`src/rsx_pkg.sv`:
```
/*
 * Shared constants for the rotate / power-down / literal-subtract
 * execution block: register map, status layout, opcode patterns, types.
 * Assumes a single 50 MHz clock and a 32-bit AXI4-Lite register bus.
 */
package rsx_pkg;

   // ==========================================================
   // Bus and register map
   // ==========================================================
   localparam int unsigned DATA_W      = 32;
   localparam int unsigned ADDR_W      = 8;
   localparam logic [7:0]  OFF_INSTR   = 8'h00;
   localparam logic [7:0]  OFF_ACC     = 8'h04;
   localparam logic [7:0]  OFF_STATUS  = 8'h08;
   localparam logic [7:0]  OFF_FSEL    = 8'h0C;
   localparam logic [7:0]  OFF_FDATA   = 8'h10;
   localparam logic [7:0]  OFF_STATE   = 8'h14;
   localparam logic [7:0]  OFF_WAKE    = 8'h18;
   localparam logic [7:0]  OFF_WDOG    = 8'h1C;
   localparam logic [1:0]  RESP_OKAY   = 2'h0;
   localparam logic [1:0]  RESP_SLVERR = 2'h2;

   // ==========================================================
   // Status register fields
   // ==========================================================
   localparam int unsigned ST_CARRY      = 0;
   localparam int unsigned ST_NIBBLE     = 1;
   localparam int unsigned ST_ZERO       = 2;
   localparam int unsigned ST_POWER_DOWN = 3;
   localparam int unsigned ST_TIME_OUT   = 4;
   localparam logic [7:0]  STATUS_RESET  = 8'h18;
   localparam logic [7:0]  STATUS_SW_MASK = 8'h07;

   // State register fields
   localparam int unsigned SR_BUSY    = 0;
   localparam int unsigned SR_SLEEP   = 1;
   localparam int unsigned SR_UNKNOWN = 2;

   // ==========================================================
   // Opcode patterns
   // ==========================================================
   localparam int unsigned INSTR_W     = 14;
   localparam logic [5:0]  ROTL_TOP    = 6'h0D;
   localparam logic [5:0]  ROTR_TOP    = 6'h0C;
   localparam logic [13:0] SLEEP_WORD  = 14'h0063;
   localparam logic [4:0]  LITSUB_TOP  = 5'h1E;
   localparam int unsigned DEST_BIT    = 7;
   localparam int unsigned FADDR_W     = 7;

   // ==========================================================
   // Timing and size defaults
   // ==========================================================
   localparam int unsigned PHASE_DIV_DEF    = 1;
   localparam int unsigned PRESCALE_DIV_DEF = 16;
   localparam int unsigned FILE_DEPTH_DEF   = 16;

   typedef enum logic [2:0] {
      PH_IDLE = 3'h0,
      PH_Q1   = 3'h1,
      PH_Q2   = 3'h3,
      PH_Q3   = 3'h2,
      PH_Q4   = 3'h6
   } rsx_phase_type;

   typedef enum logic [2:0] {
      OP_NONE,
      OP_ROT_LEFT,
      OP_ROT_RIGHT,
      OP_POWER_DOWN,
      OP_LIT_MINUS
   } rsx_op_type;

endpackage : rsx_pkg

```
`src/rsx_core.sv`:
```
/*
 * Execution block for rotate-left/right through carry, power-down and
 * literal minus accumulator, with accumulator, status, a small file
 * register bank and a watchdog counter, all reached over AXI4-Lite.
 * Assumes one 50 MHz clock and a synchronous active-low reset.
 */
// Contract
// - Rotate left through carry, bit7 to carry
// - Rotate right through carry, bit0 to carry
// - Destination bit 0 accumulator, 1 file
// - Power-down clears power-down flag, sets time-out
// - Power-down clears watchdog counter and prescaler
// - Power-down enters sleep, single cycle
// - Recognise fixed power-down instruction pattern
// - Power-down: decode, idle, idle, sleep in Q4
// - Literal minus accumulator into accumulator
// - Decode top bits, ignore don't-care, literal low
// - Subtract updates carry, nibble, zero only
// - Subtract carry is inverted borrow
`timescale 1ns/1ps
`default_nettype none
module rsx_core import rsx_pkg::*; #(
   parameter int unsigned FILE_DEPTH   = FILE_DEPTH_DEF,
   parameter int unsigned PHASE_DIV    = PHASE_DIV_DEF,
   parameter int unsigned PRESCALE_DIV = PRESCALE_DIV_DEF
) (
   input  wire logic              aclk,
   input  wire logic              aresetn,
   input  wire logic [ADDR_W-1:0] awaddr,
   input  wire logic [2:0]        awprot,
   input  wire logic              awvalid,
   output logic                   awready,
   input  wire logic [DATA_W-1:0] wdata,
   input  wire logic [3:0]        wstrb,
   input  wire logic              wvalid,
   output logic                   wready,
   output logic [1:0]             bresp,
   output logic                   bvalid,
   input  wire logic              bready,
   input  wire logic [ADDR_W-1:0] araddr,
   input  wire logic [2:0]        arprot,
   input  wire logic              arvalid,
   output logic                   arready,
   output logic [DATA_W-1:0]      rdata,
   output logic [1:0]             rresp,
   output logic                   rvalid,
   input  wire logic              rready,
   output logic                   exec_busy,
   output logic                   sleep_active
);

   localparam int unsigned FA_W = (FILE_DEPTH > 1) ? $clog2(FILE_DEPTH) : 1;

   if (FILE_DEPTH < 2 || FILE_DEPTH > 128 ||
       (FILE_DEPTH & (FILE_DEPTH - 1)) != 0) begin : g_bad_depth
      $error("FILE_DEPTH must be a power of two from 2 to 128");
   end
   if (PRESCALE_DIV < 1 || PRESCALE_DIV > 256) begin : g_bad_prescale
      $error("PRESCALE_DIV must be 1 to 256");
   end

   // ==========================================================
   // Bus handshake state
   // ==========================================================
   logic              aw_held, next_aw_held;
   logic [ADDR_W-1:0] aw_addr, next_aw_addr;
   logic              w_held, next_w_held;
   logic [DATA_W-1:0] w_data, next_w_data;
   logic [3:0]        w_strb, next_w_strb;
   logic              next_awready, next_wready, next_bvalid, next_arready, next_rvalid;
   logic [1:0]        next_bresp, next_rresp;
   logic [DATA_W-1:0] next_rdata;
   logic              wr_fire;
   logic              wr_ok;
   logic [DATA_W-1:0] wr_mask;
   logic [7:0]        wr_off;

   // ==========================================================
   // Architectural and execution state
   // ==========================================================
   logic [INSTR_W-1:0] instr_q, next_instr_q;
   logic [7:0]         acc, next_acc;
   logic [7:0]         status, next_status;
   logic [FA_W-1:0]    fsel, next_fsel;
   logic [7:0]         file_mem [FILE_DEPTH];
   logic [7:0]         next_file_mem [FILE_DEPTH];
   rsx_op_type         op_q, next_op_q;
   logic [7:0]         fval_q, next_fval_q;
   logic [7:0]         res_q, next_res_q;
   logic [2:0]         flag_q, next_flag_q;
   logic               start_q, next_start_q;
   logic               next_exec_busy, next_sleep_active;
   logic               unknown_op, next_unknown_op;
   logic [7:0]         prescale, next_prescale;
   logic [7:0]         wdog, next_wdog;

   rsx_phase_type      phase;
   logic               step;
   rsx_op_type         alu_op;
   logic [7:0]         alu_res;
   logic               alu_c, alu_n, alu_z;
   logic [FA_W-1:0]    faddr;

   assign faddr = instr_q[FA_W-1:0];

   rsx_phase #(
      .PHASE_DIV (PHASE_DIV)
   ) u_phase (
      .aclk    (aclk),
      .aresetn (aresetn),
      .start   (start_q),
      .phase   (phase),
      .step    (step)
   );

   rsx_alu u_alu (
      .instr      (instr_q),
      .acc        (acc),
      .fval       (fval_q),
      .carry_in   (status[ST_CARRY]),
      .op         (alu_op),
      .result     (alu_res),
      .carry_out  (alu_c),
      .nibble_out (alu_n),
      .zero_out   (alu_z)
   );

   function automatic logic mapped(input logic [7:0] a);
      return a == OFF_INSTR || a == OFF_ACC || a == OFF_STATUS || a == OFF_FSEL ||
             a == OFF_FDATA || a == OFF_STATE || a == OFF_WAKE || a == OFF_WDOG;
   endfunction : mapped

   // ==========================================================
   // AXI4-Lite slave handshake
   // ==========================================================
   always_comb begin
      next_aw_held = aw_held;
      next_aw_addr = aw_addr;
      next_w_held  = w_held;
      next_w_data  = w_data;
      next_w_strb  = w_strb;
      next_bvalid  = bvalid;
      next_bresp   = bresp;
      next_rvalid  = rvalid;
      next_rresp   = rresp;
      next_rdata   = rdata;
      wr_off       = {aw_addr[7:2], 2'b00};
      wr_fire      = aw_held && w_held && !bvalid;
      wr_ok        = mapped(wr_off) && !exec_busy &&
                     !(wr_off == OFF_INSTR && sleep_active);
      for (int i = 0; i < 4; i++)
         wr_mask[i*8 +: 8] = {8{w_strb[i]}};
      if (awvalid && awready) begin
         next_aw_held = 1'b1;
         next_aw_addr = awaddr;
      end
      if (wvalid && wready) begin
         next_w_held = 1'b1;
         next_w_data = wdata;
         next_w_strb = wstrb;
      end
      if (wr_fire) begin
         next_aw_held = 1'b0;
         next_w_held  = 1'b0;
         next_bvalid  = 1'b1;
         next_bresp   = wr_ok ? RESP_OKAY : RESP_SLVERR;
      end else if (bvalid && bready) begin
         next_bvalid = 1'b0;
      end
      if (arvalid && arready) begin
         next_rvalid = 1'b1;
         next_rresp  = RESP_OKAY;
         unique case ({araddr[7:2], 2'b00})
            OFF_INSTR:  next_rdata = DATA_W'(instr_q);
            OFF_ACC:    next_rdata = DATA_W'(acc);
            OFF_STATUS: next_rdata = DATA_W'(status);
            OFF_FSEL:   next_rdata = DATA_W'(fsel);
            OFF_FDATA:  next_rdata = DATA_W'(file_mem[fsel]);
            OFF_STATE:  next_rdata = DATA_W'({unknown_op, sleep_active, exec_busy});
            OFF_WAKE:   next_rdata = '0;
            OFF_WDOG:   next_rdata = DATA_W'({prescale, wdog});
            default: begin
               next_rdata = '0;
               next_rresp = RESP_SLVERR;
            end
         endcase
      end else if (rvalid && rready) begin
         next_rvalid = 1'b0;
      end
      next_awready = !next_aw_held && !next_bvalid;
      next_wready  = !next_w_held && !next_bvalid;
      next_arready = !next_rvalid;
   end

   // ==========================================================
   // Registers, execution and watchdog
   // ==========================================================
   always_comb begin
      logic [DATA_W-1:0] merged;
      merged            = '0;
      next_instr_q      = instr_q;
      next_acc          = acc;
      next_status       = status;
      next_fsel         = fsel;
      next_file_mem     = file_mem;
      next_op_q         = op_q;
      next_fval_q       = fval_q;
      next_res_q        = res_q;
      next_flag_q       = flag_q;
      next_start_q      = 1'b0;
      next_exec_busy    = exec_busy;
      next_sleep_active = sleep_active;
      next_unknown_op   = unknown_op;
      next_prescale     = prescale;
      next_wdog         = wdog;

      // Free-running watchdog with prescaler
      if (prescale == 8'(PRESCALE_DIV - 1)) begin
         next_prescale = '0;
         next_wdog     = wdog + 8'h01;
      end else begin
         next_prescale = prescale + 8'h01;
      end

      if (wr_fire && wr_ok) begin
         unique case (wr_off)
            OFF_INSTR: begin
               merged         = (DATA_W'(instr_q) & ~wr_mask) | (w_data & wr_mask);
               next_instr_q   = merged[INSTR_W-1:0];
               next_start_q   = 1'b1;
               next_exec_busy = 1'b1;
            end
            OFF_ACC: begin
               merged   = (DATA_W'(acc) & ~wr_mask) | (w_data & wr_mask);
               next_acc = merged[7:0];
            end
            OFF_STATUS: begin
               merged      = (DATA_W'(status) & ~wr_mask) | (w_data & wr_mask);
               next_status = (status & ~STATUS_SW_MASK) | (merged[7:0] & STATUS_SW_MASK);
            end
            OFF_FSEL: begin
               merged    = (DATA_W'(fsel) & ~wr_mask) | (w_data & wr_mask);
               next_fsel = merged[FA_W-1:0];
            end
            OFF_FDATA: begin
               merged              = (DATA_W'(file_mem[fsel]) & ~wr_mask) |
                                     (w_data & wr_mask);
               next_file_mem[fsel] = merged[7:0];
            end
            OFF_STATE: begin
               if (w_strb[0] && w_data[SR_UNKNOWN])
                  next_unknown_op = 1'b0;
            end
            OFF_WAKE: begin
               if (w_strb[0] && w_data[0])
                  next_sleep_active = 1'b0;
            end
            default: begin
            end
         endcase
      end

      // Phase-by-phase execution; hardware events win over clears
      if (step) begin
         unique case (phase)
            PH_Q1: next_op_q = alu_op;
            PH_Q2: next_fval_q = file_mem[faddr];
            PH_Q3: begin
               next_res_q  = alu_res;
               next_flag_q = {alu_z, alu_n, alu_c};
            end
            PH_Q4: begin
               next_exec_busy = 1'b0;
               unique case (op_q)
                  OP_ROT_LEFT, OP_ROT_RIGHT: begin
                     if (instr_q[DEST_BIT])
                        next_file_mem[faddr] = res_q;
                     else
                        next_acc = res_q;
                     next_status[ST_CARRY] = flag_q[0];
                  end
                  OP_LIT_MINUS: begin
                     next_acc               = res_q;
                     next_status[ST_CARRY]  = flag_q[0];
                     next_status[ST_NIBBLE] = flag_q[1];
                     next_status[ST_ZERO]   = flag_q[2];
                  end
                  OP_POWER_DOWN: begin
                     next_status[ST_POWER_DOWN] = 1'b0;
                     next_status[ST_TIME_OUT]   = 1'b1;
                     next_wdog                  = '0;
                     next_prescale              = '0;
                     next_sleep_active          = 1'b1;
                  end
                  default: next_unknown_op = 1'b1;
               endcase
            end
            default: begin
            end
         endcase
      end
   end

   always_ff @(posedge aclk) begin
      if (!aresetn) begin
         aw_held      <= 1'b0;
         aw_addr      <= '0;
         w_held       <= 1'b0;
         w_data       <= '0;
         w_strb       <= '0;
         awready      <= 1'b0;
         wready       <= 1'b0;
         bvalid       <= 1'b0;
         bresp        <= RESP_OKAY;
         arready      <= 1'b0;
         rvalid       <= 1'b0;
         rresp        <= RESP_OKAY;
         rdata        <= '0;
         instr_q      <= '0;
         acc          <= '0;
         status       <= STATUS_RESET;
         fsel         <= '0;
         for (int i = 0; i < FILE_DEPTH; i++)
            file_mem[i] <= '0;
         op_q         <= OP_NONE;
         fval_q       <= '0;
         res_q        <= '0;
         flag_q       <= '0;
         start_q      <= 1'b0;
         exec_busy    <= 1'b0;
         sleep_active <= 1'b0;
         unknown_op   <= 1'b0;
         prescale     <= '0;
         wdog         <= '0;
      end else begin
         aw_held      <= next_aw_held;
         aw_addr      <= next_aw_addr;
         w_held       <= next_w_held;
         w_data       <= next_w_data;
         w_strb       <= next_w_strb;
         awready      <= next_awready;
         wready       <= next_wready;
         bvalid       <= next_bvalid;
         bresp        <= next_bresp;
         arready      <= next_arready;
         rvalid       <= next_rvalid;
         rresp        <= next_rresp;
         rdata        <= next_rdata;
         instr_q      <= next_instr_q;
         acc          <= next_acc;
         status       <= next_status;
         fsel         <= next_fsel;
         file_mem     <= next_file_mem;
         op_q         <= next_op_q;
         fval_q       <= next_fval_q;
         res_q        <= next_res_q;
         flag_q       <= next_flag_q;
         start_q      <= next_start_q;
         exec_busy    <= next_exec_busy;
         sleep_active <= next_sleep_active;
         unknown_op   <= next_unknown_op;
         prescale     <= next_prescale;
         wdog         <= next_wdog;
      end
   end

endmodule : rsx_core
`default_nettype wire

```
`src/rsx_alu.sv`:
```
/*
 * Instruction decode and data path for rotate through carry and
 * literal minus accumulator. Purely combinational.
 * Assumes the caller latches inputs and results at the phase edges.
 */
`timescale 1ns/1ps
`default_nettype none
module rsx_alu import rsx_pkg::*; (
   input  wire logic [INSTR_W-1:0] instr,
   input  wire logic [7:0]         acc,
   input  wire logic [7:0]         fval,
   input  wire logic               carry_in,
   output var  rsx_op_type         op,
   output logic [7:0]              result,
   output logic                    carry_out,
   output logic                    nibble_out,
   output logic                    zero_out
);

   logic [8:0] diff;
   logic [4:0] nib;

   // Borrow seen as bit 8 / bit 4 of zero-extended differences
   assign diff = {1'b0, instr[7:0]} - {1'b0, acc};
   assign nib  = {1'b0, instr[3:0]} - {1'b0, acc[3:0]};

   always_comb begin
      op         = OP_NONE;
      result     = fval;
      carry_out  = carry_in;
      nibble_out = 1'b0;
      zero_out   = 1'b0;
      if (instr[13:8] == ROTL_TOP) begin
         op        = OP_ROT_LEFT;
         result    = {fval[6:0], carry_in};
         carry_out = fval[7];
      end else if (instr[13:8] == ROTR_TOP) begin
         op        = OP_ROT_RIGHT;
         result    = {carry_in, fval[7:1]};
         carry_out = fval[0];
      end else if (instr == SLEEP_WORD) begin
         op = OP_POWER_DOWN;
      end else if (instr[13:9] == LITSUB_TOP) begin
         op         = OP_LIT_MINUS;
         result     = diff[7:0];
         carry_out  = ~diff[8];
         nibble_out = ~nib[4];
         zero_out   = (diff[7:0] == 8'h00);
      end
   end

endmodule : rsx_alu
`default_nettype wire

```
`src/rsx_phase.sv`:
```
/*
 * Four-phase instruction cycle sequencer. Each phase lasts PHASE_DIV
 * clocks; step pulses on the last clock of each phase.
 * Assumes start is a one-cycle pulse raised only while idle.
 */
`timescale 1ns/1ps
`default_nettype none
module rsx_phase import rsx_pkg::*; #(
   parameter int unsigned PHASE_DIV = PHASE_DIV_DEF
) (
   input  wire logic   aclk,
   input  wire logic   aresetn,
   input  wire logic   start,
   output var  rsx_phase_type phase,
   output logic        step
);

   localparam int unsigned CNT_W = (PHASE_DIV > 1) ? $clog2(PHASE_DIV) : 1;

   if (PHASE_DIV < 1 || PHASE_DIV > 256) begin : g_bad_div
      $error("PHASE_DIV must be 1 to 256");
   end

   rsx_phase_type          next_phase;
   logic [CNT_W-1:0]       div_cnt;
   logic [CNT_W-1:0]       next_div_cnt;

   assign step = (phase != PH_IDLE) && (div_cnt == CNT_W'(PHASE_DIV - 1));

   always_comb begin
      next_phase   = phase;
      next_div_cnt = div_cnt;
      unique case (phase)
         PH_IDLE: begin
            next_div_cnt = '0;
            if (start)
               next_phase = PH_Q1;
         end
         PH_Q1, PH_Q2, PH_Q3, PH_Q4: begin
            if (step) begin
               next_div_cnt = '0;
               unique case (phase)
                  PH_Q1:   next_phase = PH_Q2;
                  PH_Q2:   next_phase = PH_Q3;
                  PH_Q3:   next_phase = PH_Q4;
                  default: next_phase = PH_IDLE;
               endcase
            end else begin
               next_div_cnt = div_cnt + CNT_W'(1);
            end
         end
         default: begin
            next_phase   = PH_IDLE;
            next_div_cnt = '0;
         end
      endcase
   end

   always_ff @(posedge aclk) begin
      if (!aresetn) begin
         phase   <= PH_IDLE;
         div_cnt <= '0;
      end else begin
         phase   <= next_phase;
         div_cnt <= next_div_cnt;
      end
   end

endmodule : rsx_phase
`default_nettype wire

```
`config.mk`:
```
export PLATFORM = sky130hd
export DESIGN_NAME = rsx_core
export DESIGN_NICKNAME = d
export VERILOG_FILES = /design/src/rsx_pkg.sv /design/src/rsx_core.sv /design/src/rsx_alu.sv /design/src/rsx_phase.sv
export SDC_FILE = /design/constraint.sdc
export NUM_CORES = 1
export LEC_CHECK = 0
export BUFFER_PORTS_ARGS = -buffer_cell sky130_fd_sc_hd__buf_2
export CORE_MARGIN = 5
export CORE_UTILIZATION = 55
export CTS_CLUSTER_DIAMETER = 30
export DETAILED_ROUTE_END_ITERATION = 10
export PLACE_DENSITY = 0.77
export SLEW_MARGIN = 25
export SYNTH_ARGS = -nofsm -noshare
export SYNTH_HDL_FRONTEND = slang
export SYNTH_SLANG_ARGS = --single-unit
```
`constraint.sdc`:
```
create_clock -name aclk -period 2.6 [get_ports aclk]
set_input_delay 0.13 -clock aclk [delete_from_list [all_inputs] [get_ports aclk]]
set_output_delay 0.13 -clock aclk [all_outputs]
set_load 0.02 [all_outputs]
```
Yosys cells after proc, flatten, opt, wreduce, memory -nomap -nowiden
Index checks and enable logic that the tools add are counted.
{"block": "classes", "add_sub_neg": 5, "magnitude_cmp": 4, "eq_ne": 29, "muxes": 91, "n_bitwise": 20, "n_reduce_logical": 52}
{"operator": "$mux W128", "n": 6}
{"operator": "$bwmux W128", "n": 2}
{"operator": "$mux W8", "n": 23}
{"operator": "$pmux W16 S7", "n": 1}
{"operator": "$bmux W8 S4", "n": 2}
{"operator": "$demux W8 S4", "n": 2}
{"operator": "$eq A6 B3 Y1 const B", "n": 8}
{"operator": "$mux W1", "n": 38}
{"operator": "$and A14 B14 Y14", "n": 2}
{"operator": "$eq A6 B2 Y1 const B", "n": 4}
{"operator": "$mux W5", "n": 4}
{"operator": "$logic_and A1 B1 Y1", "n": 18}
{"operator": "$mux W3", "n": 6}
{"operator": "$add A8 B1 Y8 const B", "n": 2}
{"operator": "$and A8 B8 Y8", "n": 2}
{"operator": "$logic_not A8 Y1", "n": 2}
{"operator": "$or A8 B8 Y8", "n": 2}
{"operator": "$pmux W8 S2", "n": 1}
{"operator": "$reduce_and A2 Y1", "n": 8}
{"operator": "$eq A14 B7 Y1 const B", "n": 1}
{"operator": "$not A14 Y14", "n": 1}
{"operator": "$or A14 B14 Y14", "n": 1}
{"operator": "$eq A3 B2 Y1 const B", "n": 4}
{"operator": "$eq A6 B1 Y1 const B", "n": 2}
{"operator": "30 further kinds", "n": 59}
{"block": "totals", "reg_bits": 275, "in_bits": 65, "output_inout_bits": 43, "wordCells": 247}

Logic depth before layout (Yosys ltp)
{"block": "logic_depth", "ltp_word": 17, "ltp_mapped": 10, "mapped_depth_nobuf": 9}

By module
A second synthesis with hierarchy kept.
{"block": "unflattened", "hier_cells": 1667, "hier_area_um2": 14590.2}
{"mod": "rsx_core", "n_inst": 1, "cells_per_inst": 1535, "area_each_um2": 13699.4, "seq_area_each_um2": 4964.8}
{"mod": "rsx_alu", "n_inst": 1, "cells_per_inst": 114, "area_each_um2": 735.7, "seq_area_each_um2": 0.0}
{"mod": "rsx_phase", "n_inst": 1, "cells_per_inst": 18, "area_each_um2": 155.1, "seq_area_each_um2": 80.1}

Least setup slack after synthesis
Ideal clock, no wire load.
{"block": "synth_path", "path_type": "reg-to-reg", "startpoint": "reg (tool-made name)", "endpoint": "reg file_mem[55] in the netlist's numbering", "setup_ns": 0.129, "t_arrival_ns": 2.392, "t_required_ns": 2.471, "slack_ns": 0.079, "path_stages_with_launch": 10, "n_path_buf": 4, "period_less_slack_ns": 2.521, "path_cell_list": "dfxtp_1 -> clkbuf_1 -> buf_2 -> buf_2 -> mux4_2 -> mux2i_1 -> a21oi_1 -> mux2i_1 -> clkbuf_1 -> o21ai_0"}
{"element": "to (signal assigned)", "line_no": "rsx_core.sv:353", "rtl": "file_mem <= next_file_mem;"}
{"element": "to (decl)", "line_no": "rsx_core.sv:85", "rtl": "logic [7:0] file_mem [FILE_DEPTH];"}

Final worst setup path
{"block": "layout_path", "startpoint": "reg aw_addr[6]", "endpoint": "reg file_mem[56] in the netlist's numbering"}
{"block": "layout_via", "elab_chain_len": 17, "word_cells_on_any_way": 27}
{"element": "from (decl)", "line_no": "rsx_core.sv:66", "rtl": "logic [ADDR_W-1:0] aw_addr, next_aw_addr;"}
{"element": "from (signal assigned)", "line_no": "rsx_core.sv:337", "rtl": "aw_addr <= next_aw_addr;"}
{"element": "$eq A6 B1 Y1 or $logic_not A6 Y1 (tied branches)", "line_no": "rsx_core.sv:129, rsx_core.sv:150"}
{"element": "$logic_or A1 B1 Y1 (4 in series)", "line_no": "rsx_core.sv:129", "rtl": "return a == OFF_INSTR || a == OFF_ACC || a == OFF_STATUS || a == OFF_FSEL ||"}
{"element": "$logic_or A1 B1 Y1 (3 in series)", "line_no": "rsx_core.sv:130", "rtl": "a == OFF_FDATA || a == OFF_STATE || a == OFF_WAKE || a == OFF_WDOG;"}
{"element": "$logic_and A1 B1 Y1 (2 in series)", "line_no": "rsx_core.sv:149", "rtl": "wr_ok = mapped(wr_off) && !exec_busy &&"}
{"element": "$logic_and A1 B1 Y1", "line_no": "rsx_core.sv:225", "rtl": "if (wr_fire && wr_ok) begin"}
{"element": "$mux W128 (*)", "line_no": "rsx_core.sv:225"}
{"element": "$bwmux W128", "line_no": "rsx_core.sv:277", "rtl": "next_file_mem[faddr] = res_q;"}
{"element": "$mux W128", "line_no": "rsx_core.sv:276", "rtl": "if (instr_q[DEST_BIT])"}
{"element": "$mux W128", "line_no": "rsx_core.sv:274", "rtl": "unique case (op_q)"}
{"element": "$mux W128", "line_no": "rsx_core.sv:265", "rtl": "unique case (phase)"}
{"element": "$mux W128 (*)", "line_no": "rsx_core.sv:264", "rtl": "if (step) begin"}
Every way passes the cells marked *; elsewhere a longest branch is shown, timed or not.
A chain may end at the register's enable or synchronous reset.

==> impl_metrics.env <==
export IMPL_cp_start_kind="register"
export IMPL_pre_cts_slack_ns=0.1465
export IMPL_synth_seq_cells=252
export IMPL_clk_path_buf_depth=3
export IMPL_final_util_pct=69.94
export IMPL_fin_cells=1914
export IMPL_cts_tree="yes"
export IMPL_vias_per_cell=6.759
export IMPL_fillCellCount=1664
export IMPL_period_share_pct=96.62
export IMPL_io_buffers=59
export IMPL_syn_inst=1407
export IMPL_initial_core_util_pct=55.80
export IMPL_crit_required_ns=3.08
export IMPL_ant_nets=0
export IMPL_cts_htree_levels=2
export IMPL_finalHoldViolCount=0
export IMPL_routed_wl_um=45890
export IMPL_overflow=0
export IMPL_fin_setup_tns_ns=0
export IMPL_setup_slack_ns=0.08777
export IMPL_max_stage_delay_ns=0.60
export IMPL_die_area_um2=27000
export IMPL_grt_pass1_wl_um=70790
export IMPL_swShare_pct=23.33
export IMPL_maxClockFrequency_ghz=0.3981
export IMPL_cts_sinks=252
export IMPL_antenna_cells=0
export IMPL_seq_power_share_pct=34.7
export IMPL_synth_edf_count=0
export IMPL_die_h_um=164.3
export IMPL_maxCapViolCount=0
export IMPL_arrival_ns=2.99
export IMPL_rows=56
export IMPL_layout_min_cycle_time_ns=2.512
export IMPL_netlist_cell_type_count=63
export IMPL_dpl_hpwl_um=30150
export IMPL_p_int_mw=8.711
export IMPL_rsz0062_at_grt="false"
export IMPL_min_path_type="in2reg"
export IMPL_timing_slew_headroom_pct=40.67
export IMPL_outcome="completed"
export IMPL_crit_path_end_kind="register"
export IMPL_clock_skew_ns=0.04779
export IMPL_comb_power_share_pct=3.2
export IMPL_setup_viol=0
export IMPL_crit_fanout=8
export IMPL_core_um2=23470
export IMPL_maxSlewViolCount=0
export IMPL_ir_worst_vdd_mv=0.6507
export IMPL_cts_made_buffers=53
export IMPL_grt_pass1_vias=12775
export IMPL_insertion_delay_ns=0.58
export IMPL_syn_area_um2=13100
export IMPL_grt_antenna_before_repair=0
export IMPL_crit_chain="nor4_2 > nand2_1 > nor4b_2 > buf_4 > or3b_2 > o21ai_0"
export IMPL_root_buffer="clkbuf_16"
export IMPL_slowest_stage="or3b_2"
export IMPL_cts_clk_slew_worst_paths_ns=0.05
export IMPL_p_clk_share_pct=62.1
export IMPL_drt_iter0_markers=1983
export IMPL_area_growth_pct=25.32
export IMPL_drc=0
export IMPL_die_w_um=164.3
export IMPL_finalNetCount=1627
export IMPL_wl_per_cell_um=23.98
export IMPL_track_usage_pct=33.42
export IMPL_postSynth_asyncResetShare_pct=0
export IMPL_p_switching_mw=2.651
export IMPL_multiInputGateArea_um2=7482
export IMPL_drive_above_1_share_pct=23.51
export IMPL_p_per_area_nw_per_um2=692.1
export IMPL_synth_seq_area_share_pct=38.51
export IMPL_place_inst=1780
export IMPL_worstMarginPinSlew_ns=0.8900
export IMPL_io_pins=108
export IMPL_firstDrtPassIters=6
export IMPL_grt_start_max_net_pins=68
export IMPL_ys_warn_count=0
export IMPL_gp_congestion=1.041
export IMPL_register_area_um2=5050
export IMPL_synthesis_area_per_instance_um2=9.310
export IMPL_p_leak_nw=5.732
export IMPL_vias=12936
export IMPL_ys_flop_type="dfxtp_1"
export IMPL_crit_type="reg2reg"
area by class of cell:
class / count / area share (%)
timing repair buffer: 192 / 9.070
multi-input combinational: 1026 / 45.58
inverter: 26 / 0.5945
tap: 319 / 2.431
clock buffer: 63 / 8.735
clock inverter: 36 / 2.828
sequential: 252 / 30.76
kinds of logic (layout without fill, tap and decap cells):
logic type	Yosys count	count (layout)	synth area share, %
and+or+nand+nor	394	394	15.79
buffers and inverters	147	317	4.976
muxes	124	124	16.64
DFF	252	252	38.51
xor gates and xnor gates	18	18	1.204
other	1	19	0.02863
adders and majority gates	11	11	1.108
AOI/OAI and AO/OA	460	460	21.74
worst max-delay path: cells and delay by family, from the launching register on:
family	cells	cell delay [ns]
AOI/OAI and AO/OA	1	0.23
buffers and inverters	1	0.22
DFF	1	0.34
and+or+nand+nor	4	1.62
cells in the mapped netlist, types with 19 or more instances:
library cell / count / area [um^2]
mux2i_1: 40 / 400.4
nand2_1: 139 / 521.8
o21ai_0: 167 / 835.8
buf_1: 22 / 82.58
inv_1: 25 / 93.84
buf_4: 20 / 150.1
clkbuf_1: 67 / 251.5
nor3_1: 19 / 95.09
nand3_1: 44 / 220.2
and2_1: 21 / 131.4
mux4_2: 74 / 1667
nor2_1: 70 / 262.8
dfxtp_1: 252 / 5045
a21oi_1: 82 / 410.4
a22oi_1: 138 / 1036
flip-flops by register name, summed over array words and instances, names as in the netlist, 2 cells and up, named ones only:
name / count
acc: 8
flag_q: 3
wdog: 8
res_q: 8
file_mem: 128
status: 5
op_q: 3
aw_addr: 6
w_strb: 2
prescale: 8
u_phase.phase: 3
w_data: 14
rdata: 16
fval_q: 8
path summary, 6_finish.rpt:
| kind | to | cells past startpoint | slack, ns | startpoint |
|---|---|---|---|---|
| setup / recovery | file_mem[56] | 6 | 0.09 | aw_addr[6] |
| hold / removal | rresp[1] | 6 | 0.1 | araddr[6] |
| setup reg to reg | file_mem[56] | 6 | 0.09 | aw_addr[6] |
| hold reg to reg | status[4] | 1 | 0.45 | status[4] |
through the flow:
step	hold slack (ns)	cell area, um^2	power (mW)
finish	0.09502	16420	11.36
detailed placement	0.3815	14150	4.317
global route	0.1554	16420	11.62
global placement	0.3772	14150	4.309
CTS	0.09153	16380	11.34
floorplan	0.2660	13170	4.210
cells in the final DEF, fill, tap and decap left out, types with 44 or more instances in the layout:
master / netlist / final
dfxtp_1: 252 / 248
o21ai_0: 167 / 167
a22oi_1: 138 / 138
nand3_1: 44 / 44
clkbuf_16: 0 / 53
nand2_1: 139 / 139
mux4_2: 74 / 74
nor2_1: 70 / 70
buf_2: 10 / 59
a21oi_1: 82 / 82
buf_4: 20 / 91
power by group through the flow:
| stage | Sequential, mW | Combinational (mW) | Clock [mW] |
|---|---|---|---|
| finish | 3.94 | 0.362 | 7.06 |
| global route | 3.94 | 0.384 | 7.29 |
| CTS | 3.94 | 0.343 | 7.05 |
| detailed placement | 4.01 | 0.303 | 0 |
| global placement | 4.01 | 0.297 | 0 |
| floorplan | 4.01 | 0.204 | 0 |
what timing repair did:
action / 4_1_cts / 5_1_grt
endpoints found under the setup margin: 0 / 46
buffers inserted: 0 / 2
gates resized for setup: 0 / 2
hold buffers: 33 / 0
endpoints found under the hold margin: 32 / 0
metal layers:
| metal | global-route usage [%] | share of wire [%] |
|---|---|---|
| met1 | 41.63 | 36 |
| met2 | 52.84 | 45 |
| met3 | 7.102 | 11 |
| met4 | 21.12 | 7.4 |
| met5 | 0 | 0 |
Power figures use the tool's default switching activity.
